### src/hw/adc_port_pkg.sv
package adc_port_pkg;
  // register offsets of the serial control port
  localparam logic [7:0] OFF_PHASE_A  = 8'h52;
  localparam logic [7:0] OFF_MODE     = 8'h62;
  localparam logic [7:0] OFF_PHASE_B  = 8'h64;
  localparam logic [7:0] OFF_POL_A    = 8'h65;
  localparam logic [7:0] OFF_POL_B    = 8'h68;
  localparam logic [7:0] OFF_PHASE_C  = 8'h6D;
  // reset values
  localparam logic [7:0] RST_PHASE    = 8'h00;
  localparam logic [7:0] RST_MODE     = 8'h04;
  localparam logic [7:0] RST_POL      = 8'h00;
  // output_mode_config fields
  localparam int MODE_ORDER_LSB = 0;
  localparam int MODE_DDR_BIT   = 2;
  localparam int MODE_IQ_BIT    = 3;
  localparam int MODE_PP_BIT    = 4;
  localparam logic [1:0] ORDER_EVEN_FIRST = 2'h0;
  // clock_phase_control_c fields
  localparam int PHC_PLL_BIT = 0;
  localparam int PHC_SEL_LSB = 1;
  // device address bit tied low
  localparam logic ADDR_HIGH_TIE = 1'b0;
  localparam int SAMPLE_W = 14;
  localparam int PAIRS    = SAMPLE_W / 2;
  localparam int PHASE_W  = 2;

  typedef struct packed {
    logic                overrange_flag;
    logic                is_i;
    logic [SAMPLE_W-1:0] bits;
  } sample_t;

  typedef struct packed {
    logic                we;
    logic [1:0]          dev_addr;
    logic [7:0]          addr;
    logic [7:0]          wdata;
  } cfg_req_t;

  typedef enum logic [1:0] {
    CAL_RESET = 2'b00,
    CAL_RUN   = 2'b01,
    CAL_DONE  = 2'b11
  } cal_state_t;
endpackage

### src/hw/adc_output_port.sv
`timescale 1ns/100ps
`default_nettype none
// Functional notes
// - high device-address bit is always treated as zero.
// - device stays in reset mode while the active-low reset pin is low.
// - reset rising edge loads register defaults and starts calibration.
// - calibration-done low after power-up until first calibration ends, then high.
// - calibration-done stays high until hardware or soft reset restarts calibration.
// - calibration-done low in reset; held during standby or shutdown.
// - data clock phase set by phase registers, depends on post-processing and pll.
// - ddr mode carries two sample bits per output pair.
// - even-first order puts even bits in clock-high phase, odd in low phase.
// - two registers control output data polarity.
// - overrange flag is high while input overrange is detected.
// - with post-processing on, overrange leads its data by one word.
// - in i/q mode word strobe is high only for in-phase words.
// - outside i/q, positive flag is overrange, negative flag is zero.
// - i/q cmos puts overrange and word strobe on separate flag pins.
// - i/q ddr multiplexes overrange on rising, strobe on falling phase.
module adc_output_port
  import adc_port_pkg::*;
#(
  parameter int CAL_CYCLES = 4096,
  parameter int FIFO_DEPTH = 2
) (
  input  wire logic                  clk,
  input  wire logic                  rst,
  input  wire logic                  reset_pin_n,
  input  wire logic                  addr_select_low,
  input  wire logic                  conv_clk,
  input  wire logic                  cfg_cs_n,
  input  wire adc_port_pkg::cfg_req_t cfg_req,
  output logic [7:0]                 cfg_rdata_q,
  output logic                       cfg_match_q,
  input  wire logic                  cal_restart,
  input  wire logic                  soft_reset,
  input  wire logic                  standby,
  input  wire logic                  shutdown,
  input  wire adc_port_pkg::sample_t sample_in,
  input  wire logic                  sample_valid,
  output logic                       sample_ready_q,
  output logic [SAMPLE_W-1:0]        sample_bit_q,
  output logic                       flag_pos_q,
  output logic                       flag_neg_q,
  output logic                       forwarded_data_clock_q,
  output logic                       cal_done_q
);
  import adc_port_pkg::*;

  if (FIFO_DEPTH != 2) begin : g_bad_depth
    $error("fifo depth must be 2");
  end
  if (CAL_CYCLES < 1) begin : g_bad_cal
    $error("calibration count must be positive");
  end

  // two-flop synchronisers for pins; stage 2 and its edge-detect copy are read
  logic rstn_s1_q, rstn_s2_q, rstn_prev_q;
  logic adr_s1_q, adr_s2_q;
  logic lclk_s1_q, lclk_s2_q, lclk_prev_q;
  always_ff @(posedge clk) begin
    rstn_s1_q   <= reset_pin_n;
    rstn_s2_q   <= rstn_s1_q;
    rstn_prev_q <= rstn_s2_q;
    adr_s1_q    <= addr_select_low;
    adr_s2_q    <= adr_s1_q;
    lclk_s1_q   <= conv_clk;
    lclk_s2_q   <= lclk_s1_q;
    lclk_prev_q <= lclk_s2_q;
  end

  wire in_reset  = rst | ~rstn_s2_q;
  wire rstn_rise = rstn_s2_q & ~rstn_prev_q;
  wire lclk_rise = lclk_s2_q & ~lclk_prev_q;
  wire lclk_fall = ~lclk_s2_q & lclk_prev_q;

  // device address compare; high bit is bonded low
  logic adr_hold_q;
  always_ff @(posedge clk) begin
    if (cfg_cs_n) begin
      adr_hold_q <= adr_s2_q; // host keeps it steady under chip select
    end
  end
  wire [1:0] my_addr = {ADDR_HIGH_TIE, adr_hold_q};
  wire       cfg_hit = ~cfg_cs_n & (cfg_req.dev_addr == my_addr);
  wire       cfg_wr  = cfg_hit & cfg_req.we;

  // user registers, defaults reloaded in reset mode
  logic [7:0] phase_a_q, mode_q, phase_b_q, pol_a_q, pol_b_q, phase_c_q;
  always_ff @(posedge clk) begin
    if (in_reset) begin
      phase_a_q <= RST_PHASE;
      mode_q    <= RST_MODE;
      phase_b_q <= RST_PHASE;
      pol_a_q   <= RST_POL;
      pol_b_q   <= RST_POL;
      phase_c_q <= RST_PHASE;
    end else if (cfg_wr) begin
      unique case (cfg_req.addr)
        OFF_PHASE_A: phase_a_q <= cfg_req.wdata;
        OFF_MODE:    mode_q    <= cfg_req.wdata;
        OFF_PHASE_B: phase_b_q <= cfg_req.wdata;
        OFF_POL_A:   pol_a_q   <= cfg_req.wdata;
        OFF_POL_B:   pol_b_q   <= cfg_req.wdata;
        OFF_PHASE_C: phase_c_q <= cfg_req.wdata;
        default:     ;
      endcase
    end
  end

  // read mux; unmapped offsets read zero
  logic [7:0] rd_mux;
  always_comb begin
    unique case (cfg_req.addr)
      OFF_PHASE_A: rd_mux = phase_a_q;
      OFF_MODE:    rd_mux = mode_q;
      OFF_PHASE_B: rd_mux = phase_b_q;
      OFF_POL_A:   rd_mux = pol_a_q;
      OFF_POL_B:   rd_mux = pol_b_q;
      OFF_PHASE_C: rd_mux = phase_c_q;
      default:     rd_mux = 8'h00;
    endcase
  end
  always_ff @(posedge clk) begin
    cfg_rdata_q <= cfg_hit ? rd_mux : 8'h00;
    cfg_match_q <= in_reset ? 1'b0 : cfg_hit;
  end

  // mode decode
  wire [1:0] out_order = mode_q[MODE_ORDER_LSB +: 2];
  wire       ddr_en    = mode_q[MODE_DDR_BIT];
  wire       iq_en     = mode_q[MODE_IQ_BIT];
  wire       pp_en     = mode_q[MODE_PP_BIT];
  wire [SAMPLE_W-1:0] pol_mask = {pol_b_q[SAMPLE_W-9:0], pol_a_q};

  // phase of the forwarded clock; pll override wins over pp choice
  wire [PHASE_W-1:0] phase_sel =
    phase_c_q[PHC_PLL_BIT] ? phase_c_q[PHC_SEL_LSB +: PHASE_W] :
    pp_en ? phase_b_q[PHASE_W-1:0] : phase_a_q[PHASE_W-1:0];

  // calibration sequencer
  localparam int CAL_W = $clog2(CAL_CYCLES + 1);
  localparam logic [CAL_W-1:0] CAL_LAST = CAL_W'(CAL_CYCLES - 1);
  cal_state_t       cal_q, cal_d;
  logic [CAL_W-1:0] cal_cnt_q;
  wire cal_hold  = standby | shutdown;
  wire cal_again = cal_restart | soft_reset;
  always_comb begin
    cal_d = cal_q;
    unique case (cal_q)
      CAL_RESET: cal_d = rstn_rise ? CAL_RUN : CAL_RESET;
      CAL_RUN:   if (!cal_hold && cal_cnt_q == CAL_LAST) cal_d = CAL_DONE;
      CAL_DONE:  if (cal_again) cal_d = CAL_RUN;
      default:   cal_d = CAL_RESET;
    endcase
  end
  // standby freezes the count so the pin keeps its level
  always_ff @(posedge clk) begin
    if (in_reset) begin
      cal_q     <= CAL_RESET;
      cal_cnt_q <= '0;
    end else begin
      cal_q     <= cal_d;
      if (cal_d != CAL_RUN) cal_cnt_q <= '0;
      else if (!cal_hold) cal_cnt_q <= cal_cnt_q + CAL_W'(1);
    end
  end
  always_ff @(posedge clk) begin
    if (in_reset) cal_done_q <= 1'b0;
    else if (!cal_hold) cal_done_q <= (cal_d == CAL_DONE);
  end

  // two-entry sample buffer; ready drops when both slots hold words
  sample_t    fifo_mem [FIFO_DEPTH];
  logic       wr_ptr_q, rd_ptr_q;
  logic [1:0] fill_q;
  wire        fifo_empty = (fill_q == 2'h0);
  wire        fifo_full  = (fill_q == 2'h2);
  wire        push = sample_valid & ~fifo_full & ~in_reset;
  wire        pop  = lclk_rise & ~fifo_empty & ~in_reset;
  always_ff @(posedge clk) begin
    if (push) fifo_mem[wr_ptr_q] <= sample_in;
  end
  always_ff @(posedge clk) begin
    if (in_reset) begin
      wr_ptr_q <= 1'b0;
      rd_ptr_q <= 1'b0;
      fill_q   <= 2'h0;
    end else begin
      wr_ptr_q <= wr_ptr_q ^ push;
      rd_ptr_q <= rd_ptr_q ^ pop;
      fill_q   <= fill_q + {1'b0, push} - {1'b0, pop};
    end
  end
  always_ff @(posedge clk) begin
    sample_ready_q <= ~in_reset & (fill_q + {1'b0, push} - {1'b0, pop} != 2'h2);
  end

  // word on the port; with pp, data trails its overrange by one word
  sample_t head, word_q, pp_q;
  logic    ovr_q;
  assign head = fifo_mem[rd_ptr_q];
  always_ff @(posedge clk) begin
    if (in_reset) begin
      word_q <= '0;
      pp_q   <= '0;
      ovr_q  <= 1'b0;
    end else if (pop) begin
      pp_q   <= head;
      word_q <= pp_en ? pp_q : head;
      ovr_q  <= head.overrange_flag;
    end
  end

  // ddr halves: high phase carries the first half per order
  wire [SAMPLE_W-1:0] inv_bits = word_q.bits ^ pol_mask;
  logic [PAIRS-1:0] even_bits, odd_bits;
  always_comb begin
    for (int i = 0; i < PAIRS; i++) begin
      even_bits[i] = inv_bits[2*i];
      odd_bits[i]  = inv_bits[2*i+1];
    end
  end
  wire even_first = (out_order == ORDER_EVEN_FIRST);
  wire [PAIRS-1:0] hi_half = even_first ? even_bits : odd_bits;
  wire [PAIRS-1:0] lo_half = even_first ? odd_bits : even_bits;
  wire [SAMPLE_W-1:0] ddr_word =
    {{(SAMPLE_W-PAIRS){1'b0}}, lclk_s2_q ? hi_half : lo_half};
  wire [SAMPLE_W-1:0] port_d = ddr_en ? ddr_word : inv_bits;

  // flag pins
  wire iq_word_strobe     = iq_en & word_q.is_i;
  wire pos_d   = (iq_en && ddr_en) ? (lclk_s2_q ? ovr_q : iq_word_strobe) : ovr_q;
  wire neg_d   = !iq_en ? 1'b0 : ddr_en ? ~pos_d : iq_word_strobe;

  // forwarded clock lags data by one cycle more than the chosen phase
  logic [3:0] lvl_pipe_q;
  always_ff @(posedge clk) begin
    if (in_reset) lvl_pipe_q <= 4'h0;
    else lvl_pipe_q <= {lvl_pipe_q[2:0], lclk_s2_q};
  end

  // registered port outputs, quiet in reset mode
  always_ff @(posedge clk) begin
    if (in_reset) begin
      sample_bit_q           <= '0;
      flag_pos_q             <= 1'b0;
      flag_neg_q             <= 1'b0;
      forwarded_data_clock_q <= 1'b0;
    end else begin
      sample_bit_q           <= port_d;
      flag_pos_q             <= pos_d;
      flag_neg_q             <= neg_d;
      forwarded_data_clock_q <= lvl_pipe_q[phase_sel];
    end
  end

  // checks
  a_cal_low_reset: assert property (@(posedge clk)
    $past(in_reset) |-> !cal_done_q)
    else $error("cal done high in reset");
  a_cal_hold_standby: assert property (@(posedge clk) disable iff (in_reset)
    $past(cal_hold) && !$past(in_reset) |-> $stable(cal_done_q))
    else $error("cal done moved in standby");
  a_cal_restart_low: assert property (@(posedge clk) disable iff (in_reset)
    cal_q == CAL_DONE && cal_again && !cal_hold |=> !cal_done_q)
    else $error("cal done not dropped on restart");
  a_cal_start_edge: assert property (@(posedge clk) disable iff (rst)
    rstn_rise |=> cal_q == CAL_RUN && mode_q == RST_MODE)
    else $error("calibration not started at reset release");
  a_addr_high_zero: assert property (@(posedge clk) disable iff (in_reset)
    !cfg_cs_n && cfg_req.dev_addr[1] |=> !cfg_match_q)
    else $error("high address bit matched");
  a_neg_flag_zero: assert property (@(posedge clk) disable iff (in_reset)
    !iq_en ##1 !$past(in_reset) |-> !flag_neg_q)
    else $error("negative flag not zero");
  a_ddr_even_high: assert property (@(posedge clk) disable iff (in_reset)
    ddr_en && even_first && lclk_s2_q |=> sample_bit_q[0] == $past(inv_bits[0]))
    else $error("even bit missing in high phase");
  a_iq_ddr_mux: assert property (@(posedge clk) disable iff (in_reset)
    iq_en && ddr_en && !lclk_s2_q |=> flag_pos_q == $past(iq_word_strobe))
    else $error("strobe missing in low phase");
  a_fifo_bound: assert property (@(posedge clk) disable iff (in_reset)
    fifo_full |-> !push ##1 fill_q != 2'h3)
    else $error("buffer overfilled");

  // reset mode, register defaults and write address match
  a_regs_default: assert property (@(posedge clk)
    $past(in_reset) |-> mode_q == RST_MODE && pol_a_q == RST_POL && pol_b_q == RST_POL)
    else $error("register not at default after reset");

  a_stay_reset: assert property (@(posedge clk)
    in_reset |=> cal_q == CAL_RESET)
    else $error("calibration left reset state in reset mode");

  a_mode_needs_hit: assert property (@(posedge clk) disable iff (in_reset)
    !cfg_hit |=> $stable(mode_q))
    else $error("mode written without address match");

  // calibration-done pin
  a_cal_rise_done: assert property (@(posedge clk) disable iff (in_reset)
    $rose(cal_done_q) |-> cal_q == CAL_DONE)
    else $error("cal done rose before calibration ended");

  a_cal_done_stays: assert property (@(posedge clk) disable iff (in_reset)
    cal_done_q && cal_q == CAL_DONE && !cal_again |=> cal_done_q)
    else $error("cal done dropped without restart");

  // flag pins per mode
  a_ovr_pos_noniq: assert property (@(posedge clk) disable iff (in_reset)
    !iq_en |=> flag_pos_q == $past(ovr_q))
    else $error("positive flag not overrange");

  a_cmos_strobe: assert property (@(posedge clk) disable iff (in_reset)
    iq_en && !ddr_en |=> flag_neg_q == $past(iq_word_strobe) && flag_pos_q == $past(ovr_q))
    else $error("cmos flags not split");

  a_ddr_rise_ovr: assert property (@(posedge clk) disable iff (in_reset)
    iq_en && ddr_en && lclk_s2_q |=> flag_pos_q == $past(ovr_q) && flag_neg_q == !$past(ovr_q))
    else $error("overrange missing in high phase");

  // data path
  a_ddr_upper_zero: assert property (@(posedge clk) disable iff (in_reset)
    ddr_en |=> sample_bit_q[SAMPLE_W-1:PAIRS] == '0)
    else $error("unused ddr pins not zero");

  a_pp_ovr_lead: assert property (@(posedge clk) disable iff (in_reset)
    pop && pp_en |=> word_q == $past(pp_q) && ovr_q == $past(head.overrange_flag))
    else $error("overrange not leading data");

  a_fclk_phase: assert property (@(posedge clk) disable iff (in_reset)
    !$past(in_reset) |-> forwarded_data_clock_q == $past(lvl_pipe_q[phase_sel]))
    else $error("forwarded clock phase wrong");

  a_ready_room: assert property (@(posedge clk) disable iff (in_reset)
    !$past(in_reset) |-> sample_ready_q == (fill_q != 2'h2))
    else $error("ready disagrees with buffer fill");
endmodule // adc_output_port
`default_nettype wire

### config.mk
export PLATFORM = sky130hd
export DESIGN_NAME = adc_output_port
export DESIGN_NICKNAME = d
export VERILOG_FILES = /design/src/hw/adc_port_pkg.sv /design/src/hw/adc_output_port.sv
export SDC_FILE = /design/constraint.sdc
export NUM_CORES = 1
export LEC_CHECK = 0
export ABC_AREA = 1
export BUFFER_PORTS_ARGS = -buffer_cell sky130_fd_sc_hd__buf_4
export CORE_UTILIZATION = 61
export CTS_BUF_LIST = sky130_fd_sc_hd__clkbuf_2
export DETAILED_ROUTE_END_ITERATION = 8
export MAX_ROUTING_LAYER = met4
export PLACE_DENSITY_LB_ADDON = 0.08
export SYNTH_ARGS = -nofsm -noshare
export SYNTH_HDL_FRONTEND = slang
export SYNTH_SLANG_ARGS = --single-unit
### constraint.sdc
create_clock -name clk -period 2.4 [get_ports clk]
set_input_delay 0.24 -clock clk [delete_from_list [all_inputs] [get_ports clk]]
set_output_delay 0.24 -clock clk [all_outputs]
set_load 0.1 [all_outputs]
# --- Word-level counts from Yosys, hierarchy flattened ---
# Memory sizes are Yosys's and may differ from the RTL's. A register that Yosys moved wholly into a read port is not among the register bits.
# Index checks and enable logic that the tools add are counted.
# Widths: inputs -> output; s select.
totals:
  reg_bits: 139
  ram_bits: 32
  inputBits: 46
  out_inout_bits: 28
  wordCells: 114
  n_memories: 1
op_classes:
  n_addsub: 3
  magnitude_cmp: 1
  n_eq_ne: 14
  mux: 20
  bitwise_logic: 25
  reduce_logical: 15
memory_table:
  columns: ["memory", "words", "word_bits", "read_ports", "rd_ports_with_merged_regs", "wr", "line_no", "rtl"]
  rows:
  - ["fifo_mem", 2, 16, 1, 1, 1, "adc_output_port.sv:174", "sample_t fifo_mem [FIFO_DEPTH];"]
ops:
  columns: ["operator", "n"]
  rows:
  - ["$eq 8x7->1 const B", 6]
  - ["$pmux 8 s6", 1]
  - ["$mux 7", 4]
  - ["$mux 15", 1]
  - ["$xor 14x14->14", 1]
  - ["$add 13x1->13 const B", 1]
  - ["$eq 13x12->1 const B", 1]
  - ["$reduce_and 2->1", 6]
  - ["$and 1x1->1", 10]
  - ["$not 1->1", 9]
  - ["$mux 1", 8]
  - ["$mux 2", 4]
  - ["$eq 2x2->1 const B", 3]
  - ["$logic_not 2->1", 3]
  - ["$pmux 2 s3", 1]
  - ["$reduce_or 2->1", 3]
  - ["$lt 2x3->1 const B", 1]
  - ["$or 1x1->1", 3]
  - ["$add 2x1->2", 1]
  - ["$bmux 1 s2", 1]
  - ["$eq 2x1->1", 1]
  - ["$eq 2x1->1 const B", 1]
  - ["$logic_and 1x1->1", 2]
  - ["$ne 2x1->1 const B", 1]
  - ["4 further kinds", 5]

# --- Logic depth before layout (Yosys ltp) ---
depth:
  ltp_word: 8
  depth_mapped: 13
  mapped_depth_nobuf: 12

# --- Least setup slack after synthesis ---
# No wires, ideal clock.
synth_path:
  path_kind: "register -> register"
  from: "register rstn_s2_q"
  to: "register sample_ready_q"
  setup_time_ps: 65
  t_arrival_ps: 1947
  required_ps: 2335
  path_slack_ps: 388
  stages_incl_launch_ff: 14
  n_path_buf: 2
  period_less_slack_ps: 2012
  cell_sequence: "dfxtp_1 inv_1 nor2_4 inv_2 nor2_2 buf_2 buf_2 ha_1 inv_1 ha_1 xnor2_1 xor2_1 nor2_1 nor2_1"
synth_between:
  elab_cells_between_ends: 9
  cone_classes: "add/sub (2); eq/ne (1); bitwise (6)"
synth_lines:
  columns: ["element", "line_no", "rtl"]
  rows:
  - ["from (decl)", "adc_output_port.sv:58", "logic rstn_s1_q, rstn_s2_q, rstn_prev_q;"]
  - ["from (signal assigned)", "adc_output_port.sv:63", "rstn_s2_q <= rstn_s1_q;"]
  - ["$not 1->1", "adc_output_port.sv:72", "wire in_reset = rst | ~rstn_s2_q;"]
  - ["$or 1x1->1", "adc_output_port.sv:72", null]
  - ["$not 1->1", "adc_output_port.sv:180", "wire pop = lclk_rise & ~fifo_empty & ~in_reset;"]
  - ["$and 1x1->1", "adc_output_port.sv:180", null]
  - ["via pop", "adc_output_port.sv:180", null]
  - ["$sub 2x1->2", "adc_output_port.sv:196", "sample_ready_q <= ~in_reset & (fill_q + {1'b0, push} - {1'b0, pop} != 2'h2);"]
  - ["$ne 2x2->1", "adc_output_port.sv:196", null]
  - ["$and 1x1->1", "adc_output_port.sv:196", null]
  - ["to (signal assigned)", "adc_output_port.sv:196", null]
  - ["to (decl)", "adc_output_port.sv:41", "output logic sample_ready_q,"]
# The timed path passes the listed nets, and every way through them passes these cells.
# A chain may end at the register's enable or synchronous reset.

# --- Worst setup path after layout ---
layout_path:
  from: "register rstn_s2_q"
  to: "register sample_ready_q"
layout_between:
  elab_chain_len: 8
  elab_cells_between_ends: 9
  cone_classes: "add/sub (2); eq/ne (1); bitwise (6)"
layout_rtl:
  columns: ["element", "line_no", "rtl"]
  rows:
  - ["$not 1->1 (*)", "adc_output_port.sv:72", null]
  - ["$or 1x1->1 (*)", "adc_output_port.sv:72", null]
  - ["$not 1->1 (*)", "adc_output_port.sv:179, adc_output_port.sv:180, adc_output_port.sv:196", null]
  - ["$and 1x1->1", "adc_output_port.sv:179", "wire push = sample_valid & ~fifo_full & ~in_reset;"]
  - ["$add 2x1->2", "adc_output_port.sv:196", null]
  - ["$sub 2x1->2", "adc_output_port.sv:196", null]
  - ["$ne 2x2->1", "adc_output_port.sv:196", null]
  - ["$and 1x1->1 (*)", "adc_output_port.sv:196", null]
# Mark *: on every way between the ends. The rest lies on a longest branch, timed or not.

==> qor.log <==
qor: routing.drt-vias-per-instance 5.47
qor: timing.fin_worst_skew 0.0240 ns
qor: setup_path.critPathLaunchType flop
qor: power_and_ir_drop.p_leak 3.57 nW
qor: setup_path.worst-r2r-cell-count 12
qor: final_layout.n_antenna_cell 0
qor: setup_path.cp-end-kind flop
qor: routing.met2_wirelength 7870 µm
qor: cts.worstSkewPairLatency 0.75 ns
qor: setup_path.setup.reg_to_reg.worst_slack 0.20 ns
qor: worst_hold_path.min-delay-start cfg_req[13]
qor: placement.dpl.hpwl 10600 µm
qor: synth.synth_area_in_compound_gates 0.124
qor: final_layout.final_cell_mix sky130_fd_sc_hd__nor2_1 (162), sky130_fd_sc_hd__dfxtp_1 (138), sky130_fd_sc_hd__nand2_1 (105)
qor: synth.synth_fa_ha_area_frac 0.00885
qor: placement.placed_cells_incl_taps 1032
qor: outcome.run_status finished clean
qor: cts.path_clk_slew 0.22 ns
qor: setup_path.crit_type flop to flop
qor: final_layout.final.fill_count 820
qor: setup_path.crit_path_frequent_cell sky130_fd_sc_hd__inv_1
qor: power_and_ir_drop.p_per_area 581 nW/µm²
qor: global_routing.gr-usage-all-layers 0.292
qor: final_layout.post-route-cell-area 8330 µm²
qor: synth.synthDominantAreaCellType sky130_fd_sc_hd__dfxtp_1
qor: final_layout.proportion_of_layout_cells_with_a_drive_suffix_above_1 0.155
qor: timing.maximum_achievable_frequency 455 MHz
qor: synth.synth.top_cells.by_area sky130_fd_sc_hd__dfxtp_1 (39%), sky130_fd_sc_hd__edfxtp_1 (14%), sky130_fd_sc_hd__nor2_1 (8.6%)
qor: setup_path.critical_path_required 3.09 ns
qor: routing.top_signal_layer_used met4
qor: synth.synthXorXnorAreaFrac 0.0260
qor: floorplanning.fp.dieArea 12000 µm²
qor: cts.htreeDepth 4
qor: worst_hold_path.hold_path.class input pin to flop
qor: final_layout.final_common_cell sky130_fd_sc_hd__nor2_1
qor: setup_path.critical_path.reg2reg.startpoint rstn_s2_q$_DFF_P_
qor: final_layout.stdcell_count 1100
qor: global_routing.first_global_vias 5473
qor: synth.synthCells 841
qor: synth.yosys.cell_types.count 35
qor: setup_path.critical_path.reg2reg.endpoint sample_ready_q$_DFF_P_
qor: synth.ys_seq_area_frac 0.531
qor: setup_path.worst_ep_arrival_time 2.89 ns
qor: global_routing.grt_antenna_before_repair 0
qor: worst_hold_path.worstHoldPathCells 8
qor: setup_path.critical_path_buf_inv_count 4
qor: floorplanning.placeableCoreArea 11100 µm²
qor: setup_path.startpoint rstn_s2_q$_DFF_P_
qor: routing.drt_drc_violations_left 0
qor: synth.muxShareOfSynthArea 0
qor: timing.finalCritPeriodShare 0.915
qor: cts.clock_tree.buffer_depth 2
qor: routing.drt-met1-wl 6980 µm
qor: floorplanning.floorplan.io_pins 74
qor: timing.slew_headroom 0.501
qor: routing.detail_route.wl_per_cell 14.7 µm
qor: timing.finalHoldViolations 0
qor: floorplanning.die_height 110 µm
qor: setup_path.critPathTopFamily simple AND/OR/NAND/NOR gates
qor: placement.dpl_worst_slack 0.173 ns
qor: timing.timing_worst_slew_pin_value 0.748 ns
qor: routing.number_of_design_rule_violations_left_by_the_first_detailed_router_iteration 431
qor: routing.detailroute.wirelength.met3 976 µm
qor: timing.final.setup.worst_slack 0.203 ns
qor: global_routing.grt_first_pass_wirelength 25700 µm
qor: floorplanning.placement_rows 38
qor: synth.yosys.area_share.simple 0.257
qor: global_routing.grt-ovfl-total 0
qor: timing.setup_viol 0
qor: setup_path.critical-path-slowest-cell sky130_fd_sc_hd__dfxtp_1
qor: synth.netlist_area 7070 µm²
qor: final_layout.utilization 0.752
qor: cts.cts.sinks 171
qor: floorplanning.die-width 110 µm
qor: synth.synth_largest_type_area_fraction 0.391
qor: job.drv_cap 0
qor: synth.synth_top_family_by_area simple AND/OR/NAND/NOR gates
qor: setup_path.cp_max_fo 15
qor: timing.maxSlewViolCount 0
qor: synth.synth_seq_cells 171
qor: routing.num_vias 6013
qor: power_and_ir_drop.peakVddDrop 0.550 mV
qor: timing.totalNegativeSetupSlack 0 ns
qor: synth.mappedNetlistNets 892
qor: synth.syn_area_per_cell 8.40 µm²
qor: setup_path.crit_path_cell_trace inv_1 > nor2_4 > inv_2 > nor3_2 > inv_1 > ha_1 > inv_1 > ha_1 > xnor2_1 > xor2_1 > nor2_1 > nor2_1
qor: floorplanning.start_util 0.638
qor: routing.postRouteWirelength 16200 µm
qor: timing.period_minus_slack 2.20 ns
qor: final_layout.area_growth_syn_to_layout 18.0%
qor: cts.tritoncts done
qor: synth.synth_warnings 0
qor: cts.post-cts-setup-buffers 0
qor: timing.setup_repair_after_global_routing_missed_its_margin false
qor: cts.cts-buffers-inserted 17
qor: global_routing.largest_net_degree_at_the_start_of_global_routing 91
qor: placement.place_congestion 0.927
qor: worst_hold_path.worstHoldEndpoint cfg_rdata_q[6]$_SDFF_PN0_
qor: routing.firstDrtPassIters 5
qor: final_layout.num-nets-final 998
qor: routing.detail-route-antenna-nets 0
qor: placement.placed_area 7710 µm²
qor: cts.cts_root_buffer sky130_fd_sc_hd__clkbuf_2
qor: placement.buffer_ports.inserted 73
qor: setup_path.max_stage_delay 0.39 ns
==> final cells by class <==
cell class                      instances  area [µm²]  share of cell area
Sequential cell                       171        3750               0.450
Multi-Input combinational cell        583        2950               0.354
Timing Repair Buffer                  120         991               0.119
Inverter                               54         205              0.0246
Tap cell                              140         175              0.0210
Clock inverter                         15         173              0.0207
Clock buffer                           17        85.1              0.0102
==> power by group <==
group / switching, W / internal, W
combinational: 0.000172 / 0.000125
clock: 0.00100 / 0.000583
sequential: 0.00000905 / 0.00296
total: 0.00118 / 0.00366
==> through the flow <==
stage | hold WS (ns) | power, W
after floorplan | 0.268 | 0.00315
after global placement | 0.313 | 0.00326
after detailed placement | 0.318 | 0.00327
after CTS | 0.0129 | 0.00486
after global routing | 0.0735 | 0.00501
final | 0.0816 | 0.00485
==> metal layers <==
metal | vias up | GRT usage
li1 | 3024 | -
met1 | 2762 | 0.363
met2 | 200 | 0.470
met3 | 27 | 0.0581
met4 | 0 | 0.115
met5 | - | -
==> timing repair <==
action,in CTS,in global routing
resized for setup,0,1
hold endpoints to repair,112,0
setup endpoints to repair,0,2
hold buffers,36,0
==> Yosys cell counts <==
| cell | n |
|---|---|
| sky130_fd_sc_hd__nor2_1 | 162 |
| sky130_fd_sc_hd__dfxtp_1 | 138 |
| sky130_fd_sc_hd__nand2_1 | 105 |
| sky130_fd_sc_hd__nand3_1 | 80 |
| sky130_fd_sc_hd__o21ai_0 | 76 |
| sky130_fd_sc_hd__a21oi_1 | 58 |
| sky130_fd_sc_hd__inv_1 | 44 |
| sky130_fd_sc_hd__edfxtp_1 | 33 |
| sky130_fd_sc_hd__clkbuf_1 | 14 |
| sky130_fd_sc_hd__xor2_1 | 13 |
| sky130_fd_sc_hd__buf_2 | 12 |
| sky130_fd_sc_hd__nand4_1 | 11 |
| sky130_fd_sc_hd__nor2_4 | 11 |
| sky130_fd_sc_hd__o211a_1 | 10 |
| sky130_fd_sc_hd__nor3_1 | 9 |
| sky130_fd_sc_hd__o21ai_1 | 8 |
| sky130_fd_sc_hd__xnor2_1 | 8 |
| sky130_fd_sc_hd__inv_2 | 6 |
| sky130_fd_sc_hd__o21bai_1 | 6 |
| sky130_fd_sc_hd__buf_4 | 5 |
| sky130_fd_sc_hd__ha_1 | 5 |
| sky130_fd_sc_hd__nand2_2 | 4 |
| sky130_fd_sc_hd__clkinv_1 | 3 |
| sky130_fd_sc_hd__nand3b_1 | 3 |
| sky130_fd_sc_hd__nor2_2 | 3 |
| sky130_fd_sc_hd__or2_2 | 3 |
| sky130_fd_sc_hd__nor2_8 | 2 |
| sky130_fd_sc_hd__o211ai_1 | 2 |
| sky130_fd_sc_hd__buf_1 | 1 |
| sky130_fd_sc_hd__buf_6 | 1 |
| sky130_fd_sc_hd__inv_4 | 1 |
| sky130_fd_sc_hd__nand2_4 | 1 |
| sky130_fd_sc_hd__nand3_4 | 1 |
| sky130_fd_sc_hd__nand4_4 | 1 |
| sky130_fd_sc_hd__o21ai_2 | 1 |
==> worst min-delay path: cells and delay by family <==
kind,cells,cell delay [ns]
AND/OR/NAND/NOR,6,0.45
buffers and inverters,2,0.12
==> cell families after synthesis <==
| logic type | Yosys count |
|---|---|
| buffers and inverters | 87 |
| adders and majority gates | 5 |
| DFF | 171 |
| AOI/OAI and AO/OA | 161 |
| xor gates and xnor gates | 21 |
| and+or+nand+nor | 396 |
==> how the worst max path moves through the flow <==
stage / end / slack [ns] / depth (start not counted)
after CTS: sample_ready_q$_DFF_P_ / 0.10 / 12
final: sample_ready_q$_DFF_P_ / 0.20 / 12
after floorplan: sample_ready_q$_DFF_P_ / 0.39 / 13
after detailed placement: sample_ready_q$_DFF_P_ / 0.17 / 12
after global placement: sample_ready_q$_DFF_P_ / 0.43 / 12
after global routing: sample_ready_q$_DFF_P_ / 0.02 / 12
==> registers in the layout, summed over array words and instances, names as in the netlist, 13 cells and up <==
signal / count
cal_cnt_q: 13
fifo_mem: 32
pp_q: 15
sample_bit_q: 14
word_q: 15
Note: power is estimated with default switching activity, not from simulation.
